==> src/include/hcm_cfg.svh <==
// constants of the host command mailbox: i/o offsets, memory addresses, bit positions
// assumes a 10-bit host i/o address and a 16-bit processor memory address
//
// Operation
// RQ1 - host requests flag: write one, then zero
// RQ2 - handshake write lands at shadow 7F2Eh
// RQ3 - access register names written host location
// RQ4 - request only when bits 0, 4 low
// RQ5 - no attention flag toward host
// RQ6 - host drives all nvram control signals; the host end never writes the nvctl location 22Dh
// RQ7 - nvram serial bit returned at bit 6
// RQ8 - four consecutive byte-wide array locations
// RQ9 - host fills words before requesting flag
// RQ10 - device from top three bits; 23 commands
// RQ11 - host polls flag low, then reads results
// RQ12 - host sets flag, device clears it
// RQ13 - writes and reads use separate regions
// RQ14 - any window write raises access interrupt
// RQ15 - array write shows flag set to host
// RQ16 - low bit-0 handshake sets internal flag
// RQ17 - nvram read served before pending command
// RQ18 - results to read region, clear flags
// RQ19 - seven session pages, chosen by device
// RQ20 - command identity from low five bits
// RQ21 - host leaves words alone while flag set
`ifndef HCM_CFG_SVH
`define HCM_CFG_SVH

// ----------------------------------------------------------------------------
// host i/o locations
// ----------------------------------------------------------------------------
`define HCM_IO_ARRAY 10'h228
`define HCM_IO_NVCTL 10'h22D
`define HCM_IO_HANDSHAKE 10'h22E
`define HCM_IO_STROBE 10'h22F
`define HCM_IO_WIN_MASK 10'h3F8
`define HCM_IO_ARR_MASK 10'h3FC

// ----------------------------------------------------------------------------
// shared memory addresses seen by the processor
// ----------------------------------------------------------------------------
`define HCM_MEM_WR_ARRAY 16'h7F28
`define HCM_MEM_RD_ARRAY 16'h7E28
`define HCM_MEM_WR_HS 16'h7F2E
`define HCM_MEM_RD_HS 16'h7E2E
`define HCM_MEM_WR_STROBE 16'h7F2F
`define HCM_MEM_WR_NVCTL 16'h7F2D
`define HCM_MEM_ARR_MASK 16'hFFFC

// ----------------------------------------------------------------------------
// bit positions and values
// ----------------------------------------------------------------------------
`define HCM_HS_REQ_BIT 0
`define HCM_HS_NVEN_BIT 4
`define HCM_HS_FLAG_BIT 7
`define HCM_STB_CLK_BIT 7
`define HCM_STB_DATA_BIT 6
`define HCM_HS_REQ_VAL 8'h01
`define HCM_HS_NVEN_VAL 8'h10
`define HCM_STB_CLK_VAL 8'h80
`define HCM_CMD_COUNT 5'h17
`define HCM_SESSIONS 3'h7
`define HCM_NV_BITS 16

// ----------------------------------------------------------------------------
// host controller register offsets
// ----------------------------------------------------------------------------
`define HCM_CR_WORD0 4'h0
`define HCM_CR_GO 4'h4
`define HCM_CR_STATUS 4'h5
`define HCM_CR_RES0 4'h6
`define HCM_CR_RES3 4'h9
`define HCM_CR_NVBIT 4'hA
`define HCM_GO_CMD_BIT 0
`define HCM_GO_NV_BIT 1

`endif

==> src/include/hcm_pkg.sv <==
// types of the host command mailbox
// assumes hcm_cfg.svh for the widths it names
`include "hcm_cfg.svh"

package hcm_pkg;

    // ------------------------------------------------------------------------
    // device end
    // ------------------------------------------------------------------------
    typedef enum logic [0:0] {T_IDLE, T_EXEC} hcm_task_e;

    typedef struct packed {
        logic [3:0][7:0] wr_arr;
        logic [3:0][7:0] rd_arr;
        logic [7:0] hs;
        logic [7:0] nvctl;
        logic [7:0] strobe;
        logic host_flag;
        logic int_flag;
        logic irq;
        logic [2:0] access;
        logic nv_pend;
        logic [`HCM_NV_BITS-1:0] nv_img;
        logic [7:0] io_rdata;
        logic [7:0] mem_rdata;
        logic [6:0][7:0] page;
        hcm_task_e task_st;
    } hcm_dev_s;

    // ------------------------------------------------------------------------
    // host end
    // ------------------------------------------------------------------------
    typedef enum logic [3:0] {
        H_IDLE, H_WARR, H_SET, H_CLR, H_POLL, H_PWAIT, H_RRD, H_RWAIT,
        H_NEN, H_NCLK, H_NRD, H_NWAIT, H_NLOW, H_NDIS
    } hcm_host_e;

    typedef struct packed {
        hcm_host_e st;
        logic [1:0] idx;
        logic [3:0][7:0] cmd;
        logic [3:0][7:0] res;
        logic busy;
        logic done;
        logic nvbit;
        logic [9:0] io_addr;
        logic io_wr;
        logic io_rd;
        logic [7:0] io_wdata;
        logic [7:0] rdata;
    } hcm_host_s;

endpackage

==> src/include/hcm_io_if.sv <==
// host i/o bus between the pc host end and the mailbox device end
// assumes both ends run on one clock; read data follow a read by one cycle
`timescale 1ns/1ps

interface hcm_io_if;
    logic [9:0] io_addr;
    logic io_wr;
    logic io_rd;
    logic [7:0] io_wdata;
    logic [7:0] io_rdata;

    modport host (output io_addr, output io_wr, output io_rd, output io_wdata, input io_rdata);
    modport dev (input io_addr, input io_wr, input io_rd, input io_wdata, output io_rdata);
endinterface // hcm_io_if

==> src/design/hcm_device.sv <==
// device end of the host command mailbox: steering, flags, nvram emulation, task
// assumes a host on hcm_io_if and a processor that executes decoded commands
`timescale 1ns/1ps
`include "hcm_cfg.svh"

module hcm_device (
    // clock and reset
    input wire logic i_clk,
    input wire logic i_srst,
    // host i/o bus
    hcm_io_if.dev io,
    // processor view of shared memory
    input wire logic [15:0] i_mem_addr,
    input wire logic i_mem_rd,
    output logic [7:0] o_mem_rdata,
    // host access notification
    output logic o_birq,
    output logic [2:0] o_access,
    input wire logic i_access_ack,
    // command task
    output logic o_cmd_valid,
    output logic o_cmd_known,
    output logic [4:0] o_cmd_id,
    output logic [2:0] o_cmd_dev,
    output logic [23:0] o_cmd_args,
    output logic [7:0] o_page_status,
    input wire logic i_done,
    input wire logic [31:0] i_result,
    input wire logic [7:0] i_status,
    // nvram image
    input wire logic i_nv_load,
    input wire logic [`HCM_NV_BITS-1:0] i_nv_image
);

    // ------------------------------------------------------------------------
    // helpers
    // ------------------------------------------------------------------------
    hcm_pkg::hcm_dev_s r_reg;
    hcm_pkg::hcm_dev_s r_next;

    // address within a masked block
    function automatic logic io_in(input logic [9:0] a, input logic [9:0] m, input logic [9:0] b);
        io_in = ((a & m) == b);
    endfunction

    // session page index valid
    function automatic logic page_ok(input logic [2:0] d);
        page_ok = (d < `HCM_SESSIONS);
    endfunction

    logic [2:0] dev_sel;
    assign dev_sel = r_reg.wr_arr[0][7:5]; // RQ10

    // ------------------------------------------------------------------------
    // next state
    // ------------------------------------------------------------------------
    always_comb begin
        r_next = r_reg;
        r_next.io_rdata = 8'h00;
        r_next.mem_rdata = 8'h00;

        // nvram image load from processor
        if (i_nv_load) begin
            r_next.nv_img = i_nv_image;
        end

        // servicing task
        case (r_reg.task_st)
            hcm_pkg::T_IDLE: begin
                if (r_reg.nv_pend) begin // RQ17
                    r_next.nv_img = {r_reg.nv_img[`HCM_NV_BITS-2:0], r_reg.nv_img[`HCM_NV_BITS-1]};
                    r_next.nv_pend = 1'b0;
                end else if (r_reg.int_flag) begin // RQ17
                    r_next.task_st = hcm_pkg::T_EXEC;
                end
            end
            hcm_pkg::T_EXEC: begin
                if (i_done) begin
                    r_next.rd_arr = i_result; // RQ18
                    if (page_ok(dev_sel)) begin
                        r_next.page[dev_sel] = i_status; // RQ19
                    end
                    r_next.int_flag = 1'b0; // RQ18
                    r_next.host_flag = 1'b0; // RQ12
                    r_next.task_st = hcm_pkg::T_IDLE;
                end
            end
            default: begin
                r_next.task_st = hcm_pkg::T_IDLE;
            end
        endcase

        // interrupt clear, then set so a new write wins
        if (i_access_ack) begin
            r_next.irq = 1'b0;
        end
        if (io.io_wr && io_in(io.io_addr, `HCM_IO_WIN_MASK, `HCM_IO_ARRAY)) begin
            r_next.irq = 1'b1; // RQ14
            r_next.access = io.io_addr[2:0]; // RQ3
        end

        // host writes steered into the write region
        if (io.io_wr) begin
            if (io_in(io.io_addr, `HCM_IO_ARR_MASK, `HCM_IO_ARRAY)) begin
                r_next.wr_arr[io.io_addr[1:0]] = io.io_wdata; // RQ13 RQ8
                r_next.host_flag = 1'b1; // RQ15
            end
            if (io.io_addr == `HCM_IO_NVCTL) begin
                r_next.nvctl = io.io_wdata;
            end
            if (io.io_addr == `HCM_IO_HANDSHAKE) begin
                r_next.hs = io.io_wdata; // RQ2
                if (!io.io_wdata[`HCM_HS_REQ_BIT] && !io.io_wdata[`HCM_HS_NVEN_BIT] && r_reg.host_flag) begin
                    r_next.int_flag = 1'b1; // RQ4 RQ16
                end
            end
            if (io.io_addr == `HCM_IO_STROBE) begin
                r_next.strobe = io.io_wdata;
                if (io.io_wdata[`HCM_STB_CLK_BIT] && !r_reg.strobe[`HCM_STB_CLK_BIT]
                    && r_reg.hs[`HCM_HS_NVEN_BIT]) begin
                    r_next.nv_pend = 1'b1;
                end
            end
        end

        // host reads sourced from the read region
        if (io.io_rd) begin
            if (io_in(io.io_addr, `HCM_IO_ARR_MASK, `HCM_IO_ARRAY)) begin
                r_next.io_rdata = r_reg.rd_arr[io.io_addr[1:0]]; // RQ13 RQ8
            end else if (io.io_addr == `HCM_IO_HANDSHAKE) begin
                // attention bit stays zero
                r_next.io_rdata[`HCM_HS_FLAG_BIT] = r_reg.host_flag; // RQ5 RQ12
            end else if (io.io_addr == `HCM_IO_STROBE) begin
                r_next.io_rdata[`HCM_STB_DATA_BIT] = r_reg.hs[`HCM_HS_NVEN_BIT]
                    & r_reg.nv_img[`HCM_NV_BITS-1]; // RQ7
            end
        end

        // processor reads of shared memory
        if (i_mem_rd) begin
            if ((i_mem_addr & `HCM_MEM_ARR_MASK) == `HCM_MEM_WR_ARRAY) begin
                r_next.mem_rdata = r_reg.wr_arr[i_mem_addr[1:0]];
            end else if ((i_mem_addr & `HCM_MEM_ARR_MASK) == `HCM_MEM_RD_ARRAY) begin
                r_next.mem_rdata = r_reg.rd_arr[i_mem_addr[1:0]];
            end else if (i_mem_addr == `HCM_MEM_WR_HS) begin
                r_next.mem_rdata = r_reg.hs; // RQ2
            end else if (i_mem_addr == `HCM_MEM_RD_HS) begin
                r_next.mem_rdata[`HCM_HS_FLAG_BIT] = r_reg.host_flag;
            end else if (i_mem_addr == `HCM_MEM_WR_STROBE) begin
                r_next.mem_rdata = r_reg.strobe;
            end else if (i_mem_addr == `HCM_MEM_WR_NVCTL) begin
                r_next.mem_rdata = r_reg.nvctl; // RQ6
            end
        end
    end

    // ------------------------------------------------------------------------
    // state register
    // ------------------------------------------------------------------------
    always_ff @(posedge i_clk) begin
        if (i_srst) begin
            r_reg <= '0;
        end else begin
            r_reg <= r_next;
        end
    end

    // ------------------------------------------------------------------------
    // outputs
    // ------------------------------------------------------------------------
    assign io.io_rdata = r_reg.io_rdata;
    assign o_mem_rdata = r_reg.mem_rdata;
    assign o_birq = r_reg.irq; // RQ14
    assign o_access = r_reg.access; // RQ3
    assign o_cmd_valid = (r_reg.task_st == hcm_pkg::T_EXEC);
    assign o_cmd_id = r_reg.wr_arr[0][4:0]; // RQ20
    assign o_cmd_known = (r_reg.wr_arr[0][4:0] < `HCM_CMD_COUNT); // RQ10
    assign o_cmd_dev = dev_sel;
    assign o_cmd_args = {r_reg.wr_arr[3], r_reg.wr_arr[2], r_reg.wr_arr[1]};
    assign o_page_status = page_ok(dev_sel) ? r_reg.page[dev_sel] : 8'h00; // RQ19

endmodule // hcm_device

==> src/flat_wrapper.sv <==
// flat-port wrapper written by rule: the top's interface ports become plain ports
module hcm_device_flat 
  (i_clk, i_srst, i_mem_addr, i_mem_rd, o_mem_rdata, o_birq, o_access, i_access_ack, o_cmd_valid, o_cmd_known, o_cmd_id, o_cmd_dev, o_cmd_args, o_page_status, i_done, i_result, i_status, i_nv_load, i_nv_image, io_io_addr, io_io_wr, io_io_rd, io_io_wdata, io_io_rdata);
  hcm_io_if io_i ();
  input wire logic i_clk;
  input wire logic i_srst;
  input wire logic [15:0] i_mem_addr;
  input wire logic i_mem_rd;
  output logic [7:0] o_mem_rdata;
  output logic o_birq;
  output logic [2:0] o_access;
  input wire logic i_access_ack;
  output logic o_cmd_valid;
  output logic o_cmd_known;
  output logic [4:0] o_cmd_id;
  output logic [2:0] o_cmd_dev;
  output logic [23:0] o_cmd_args;
  output logic [7:0] o_page_status;
  input wire logic i_done;
  input wire logic [31:0] i_result;
  input wire logic [7:0] i_status;
  input wire logic i_nv_load;
  input wire logic [`HCM_NV_BITS-1:0] i_nv_image;
  input wire logic [$bits(io_i.io_addr)-1:0] io_io_addr;
  input wire logic [$bits(io_i.io_wr)-1:0] io_io_wr;
  input wire logic [$bits(io_i.io_rd)-1:0] io_io_rd;
  input wire logic [$bits(io_i.io_wdata)-1:0] io_io_wdata;
  output wire logic [$bits(io_i.io_rdata)-1:0] io_io_rdata;
  assign io_i.io_addr = io_io_addr;
  assign io_i.io_wr = io_io_wr;
  assign io_i.io_rd = io_io_rd;
  assign io_i.io_wdata = io_io_wdata;
  assign io_io_rdata = io_i.io_rdata;
  hcm_device u_core (.i_clk(i_clk), .i_srst(i_srst), .io(io_i), .i_mem_addr(i_mem_addr), .i_mem_rd(i_mem_rd), .o_mem_rdata(o_mem_rdata), .o_birq(o_birq), .o_access(o_access), .i_access_ack(i_access_ack), .o_cmd_valid(o_cmd_valid), .o_cmd_known(o_cmd_known), .o_cmd_id(o_cmd_id), .o_cmd_dev(o_cmd_dev), .o_cmd_args(o_cmd_args), .o_page_status(o_page_status), .i_done(i_done), .i_result(i_result), .i_status(i_status), .i_nv_load(i_nv_load), .i_nv_image(i_nv_image));
endmodule
==> config.mk <==
export PLATFORM = sky130hd
export DESIGN_NAME = hcm_device_flat
export DESIGN_NICKNAME = d
export VERILOG_FILES = /design/src/include/hcm_pkg.sv /design/src/include/hcm_io_if.sv /design/src/design/hcm_device.sv /design/src/flat_wrapper.sv
export VERILOG_INCLUDE_DIRS = /design/src /design/src/include
export SDC_FILE = /design/constraint.sdc
export NUM_CORES = 1
export LEC_CHECK = 0
export BUFFER_PORTS_ARGS = -buffer_cell sky130_fd_sc_hd__buf_4
export CAP_MARGIN = 40
export CORE_MARGIN = 5
export CORE_UTILIZATION = 50
export CTS_BUF_LIST = sky130_fd_sc_hd__clkbuf_4
export DETAILED_ROUTE_END_ITERATION = 8
export PLACE_DENSITY = 0.83
export SLEW_MARGIN = 10
export SYNTH_ARGS = -nofsm -noshare
export SYNTH_HDL_FRONTEND = slang
export SYNTH_SLANG_ARGS = --single-unit
==> constraint.sdc <==
create_clock -name i_clk -period 1.6 [get_ports i_clk]
set_input_delay 0.16 -clock i_clk [delete_from_list [all_inputs] [get_ports i_clk]]
set_output_delay 0.16 -clock i_clk [all_outputs]
set_load 0.01 [all_outputs]
==> impl_metrics.tcl <==
set metrics [dict create \
    drt_first_pass_iters 5 \
    post_synth_instance_area_um2 8590 \
    clockRootBuffer "clkbuf_4" \
    detail_route.drc_violations 0 \
    final_net_count 1200 \
    actual_transition_at_the_worst_max_transition_pin_ns 0.448 \
    failed_checks "setup timing" \
    reg2reg_depth 5 \
    pwr-share-comb_pct 9.0 \
    worstReg2RegStart "u_core.o_cmd_dev[0]$_SDFFE_PP0P_" \
    critPathMaxFanout 6 \
    finalMaxSlewViolations 0 \
    met3WireLength_mm 1.51 \
    cp_data_arrival_time_ns 2.05 \
    layout-area-overhead-vs-synth_pct 32.2 \
    route.top_layer_used "met4" \
    worst_skew_late_latency_ns 0.59 \
    routed_via_density 5.50 \
    syn_inst 895 \
    total_switching_power_w 0.00216 \
    run_status "complete, but fails checks" \
    max-slew-margin-rel_pct 70.1 \
    routabilityCongestion 0.831 \
    gr-total-overflow 0 \
    fmaxAchievable_mhz 453 \
    mean_area_per_synthesized_cell_um2 9.59 \
    synth_top_cell_by_area "dfxtp_1" \
    number_of_buffers_created_by_cts 17 \
    synth-compound-area-share_pct 10.4 \
    netSwitchingFraction_pct 26.9 \
    worstHoldEndpoint "u_core.r_reg[89]$_SDFF_PP0_" \
    synth-adder-area-share_pct 0 \
    whs_ns 0.0539 \
    period_utilization_pct 138 \
    timing.rr.end "u_core.r_reg[3]$_SDFFE_PP0P_" \
    place_hpwl_mm 16.0 \
    cts_buffer_depth 2 \
    post_synth_main_area_contributors "dfxtp_1 43%, mux2i_1 14%, mux4_2 7.9%" \
    required_ns 1.44 \
    fp-row-count 48 \
    detailroute.via_count 7374 \
    maxCapViolCount 0 \
    largest_family_of_logic_cells_by_synthesized_area "multiplexers" \
    synth.ff_latch_count 184 \
    ys_seq_area_share_pct 42.9 \
    largest_net_degree_at_the_start_of_global_routing 104 \
    reg2reg_slack_ns -0.04 \
    power_frac_clock_pct 33.6 \
    power_report.internal_total_w 0.00588 \
    drive_gt1_share_pct 29.4 \
    post_synth_mux_area_share_pct 23.2 \
    fp.dieArea_um2 19900 \
    setup-tns-final_ns -4.42 \
    layout.filler_cells 1303 \
    die-width_um 141 \
    endpoint_kind "primary output" \
    hold_class "input pin to register" \
    detailroute.wirelength.met2_mm 12.2 \
    peakVddDrop_uv 773 \
    hold-path-cell-count 4 \
    grt_pass1_vias 7308 \
    finalWorstPathRequiredPeriod_ns 2.21 \
    report.power.total_w 0.00804 \
    critPathLaunchType "register" \
    clkTransAtPathRegs_ns 0.16 \
    crit_type "register to primary output" \
    buffer_ports.inserted 159 \
    num_io_pins 160 \
    initial_core_util_pct 50.3 \
    power.density_nw_per_um2 708 \
    p_leak_nw 4.70 \
    cts_sinks 184 \
    synth_ff_type "dfxtp_1" \
    asyncSetResetFlopFracSynth_pct 0 \
    synth_top_area_share_pct 42.9 \
    yosysWarningCount 0 \
    total_wirelength_of_the_detailed_routed_design_mm 24.1 \
    fp.coreArea_um2 17100 \
    final_antenna_net_count 0 \
    synth_simple_gate_area_share_pct 16.0 \
    largest_register_ffs 131 \
    final.setup.worst_slack_ns -0.607 \
    cts_max_level 4 \
    timing.clock.skew_ns 0.0232 \
    cts_tree "yes" \
    met1_length_mm 9.67 \
    post_drt_wl_per_cell_um 18.0 \
    number_of_flops_mapped_to_enable_cells_by_yosys 0 \
    syn-num-nets 993 \
    sequentialPowerShare_pct 57.5 \
    antenna_found_initial 1 \
    die-height_um 141 \
    grt_pass1_wl_mm 37.8 \
    report.final.setup_viol 10 \
    initialDrtViolationCount 496 \
    synth_xor_xnor_area_share_pct 0 \
    grt_setup_unrepaired "true" \
    groute.usage.overall_pct 23.7 \
    hold_violations 0 \
    min-delay-start "io_io_addr[0]" \
    synth.distinct_cells 42 \
]
==> synth_stat cells, types with 4 or more instances <==
cell / n
nor2_1: 101
nand3_1: 27
nand4_1: 11
nor2b_1: 7
nand2_1: 79
a22oi_1: 4
clkbuf_1: 40
buf_2: 15
o21ai_0: 38
buf_4: 52
mux4_2: 30
nor3b_1: 4
buf_1: 8
mux2_2: 9
nand2b_1: 22
a211oi_1: 17
and3_1: 9
mux2i_1: 121
o2bb2ai_1: 14
dfxtp_1: 184
a21oi_1: 70
==> cells by family after synthesis <==
kind of cell / after synthesis
simple gates: 282
compound gates: 152
mux: 160
flops: 184
buf+inv: 117
==> critical path, cell delays in order, from the launching register on <==
cell	delay (ns)
dfxtp_4	0.42
buf_12	0.14
mux4_2	0.49
mux2_4	0.29
buf_6	0.12
==> stage by stage <==
stage          instances  utilization [%]  setup slack (ns)  cell area [µm²]
2_1_floorplan        895                -           0.00686             8600
3_3_place_gp        1222             58.8            -0.166            10000
3_5_place_dp        1222             58.8            -0.182            10000
4_1_cts             1338             65.6            -0.629            11200
6_report            1341             66.6            -0.607            11400
5_1_grt             1341             66.6            -0.704            11400
==> timing repair <==
item	4_1_cts	5_1_grt
buffers inserted	8	3
hold buffers	76	0
pin swaps	1	8
setup endpoints to repair	51	69
endpoints found under the hold margin	168	0
resized for setup	19	33
cloned	0	1
==> layout make-up <==
| cell class | instances | area [µm²] | area share, % |
|---|---|---|---|
| Multi-Input combinational cell | 594 | 4350 | 38.3 |
| Sequential cell | 184 | 3700 | 32.6 |
| Timing Repair Buffer | 303 | 2710 | 23.9 |
| Tap cell | 225 | 282 | 2.48 |
| Clock inverter | 15 | 178 | 1.56 |
| Clock buffer | 17 | 128 | 1.12 |
| Inverter | 2 | 7.51 | 0.0661 |
| Antenna cell | 1 | 2.50 | 0.0220 |
==> worst max-delay path by stage <==
stage / from / to / slack (ns) / cells past startpoint
final: u_core.o_cmd_dev[2]$_SDFFE_PP0P_ / o_page_status[3] / -0.61 / 4
after global routing: u_core.o_cmd_dev[2]$_SDFFE_PP0P_ / o_page_status[3] / -0.70 / 4
after CTS: u_core.o_cmd_dev[2]$_SDFFE_PP0P_ / o_page_status[5] / -0.63 / 6
after detailed placement: u_core.o_cmd_dev[0]$_SDFFE_PP0P_ / o_page_status[2] / -0.18 / 3
after global placement: u_core.o_cmd_dev[0]$_SDFFE_PP0P_ / o_page_status[0] / -0.17 / 3
after floorplan: u_core.o_cmd_dev[0]$_SDFFE_PP0P_ / u_core.r_reg[10]$_SDFFE_PP0P_ / 0.007 / 6
==> layer usage <==
| layer | vias up | global-route usage (%) |
|---|---|---|
| li1 | 3552 | - |
| met3 | 53 | 4.88 |
| met2 | 258 | 40.7 |
| met4 | 0 | 9.08 |
| met5 | - | 0 |
| met1 | 3511 | 29.4 |
==> cell usage in the layout, fill, tap and decap left out, types with 3 or more instances in the layout <==
master / Yosys / routed
o2bb2ai_1: 14 / 14
and4b_1: 3 / 3
o21ai_0: 38 / 36
mux2i_1: 121 / 120
dfxtp_2: 0 / 4
nor2_1: 101 / 101
nor2b_1: 7 / 7
nand3_1: 27 / 27
clkbuf_4: 0 / 17
nand4_1: 11 / 11
o22ai_1: 3 / 3
buf_12: 0 / 13
and3_1: 9 / 8
inv_8: 0 / 6
mux2_2: 9 / 3
mux4_2: 30 / 30
buf_6: 0 / 15
nand2_1: 79 / 78
dfxtp_1: 184 / 177
dlygate4sd3_1: 0 / 76
dfxtp_4: 0 / 3
a211oi_1: 17 / 17
mux2_4: 0 / 6
buf_4: 52 / 197
a21oi_1: 70 / 70
nand4_2: 3 / 3
nand2b_1: 22 / 22
inv_6: 0 / 3
==> power by group through the flow <==
stage | clock network [W] | logic (W) | registers, W
floorplan | 0 | 0.000231 | 0.00472
global placement | 0 | 0.000550 | 0.00472
detailed placement | 0 | 0.000558 | 0.00472
CTS | 0.00277 | 0.000706 | 0.00462
global route | 0.00295 | 0.000769 | 0.00463
finish | 0.00270 | 0.000721 | 0.00462
Power figures use the tool's default switching activity.
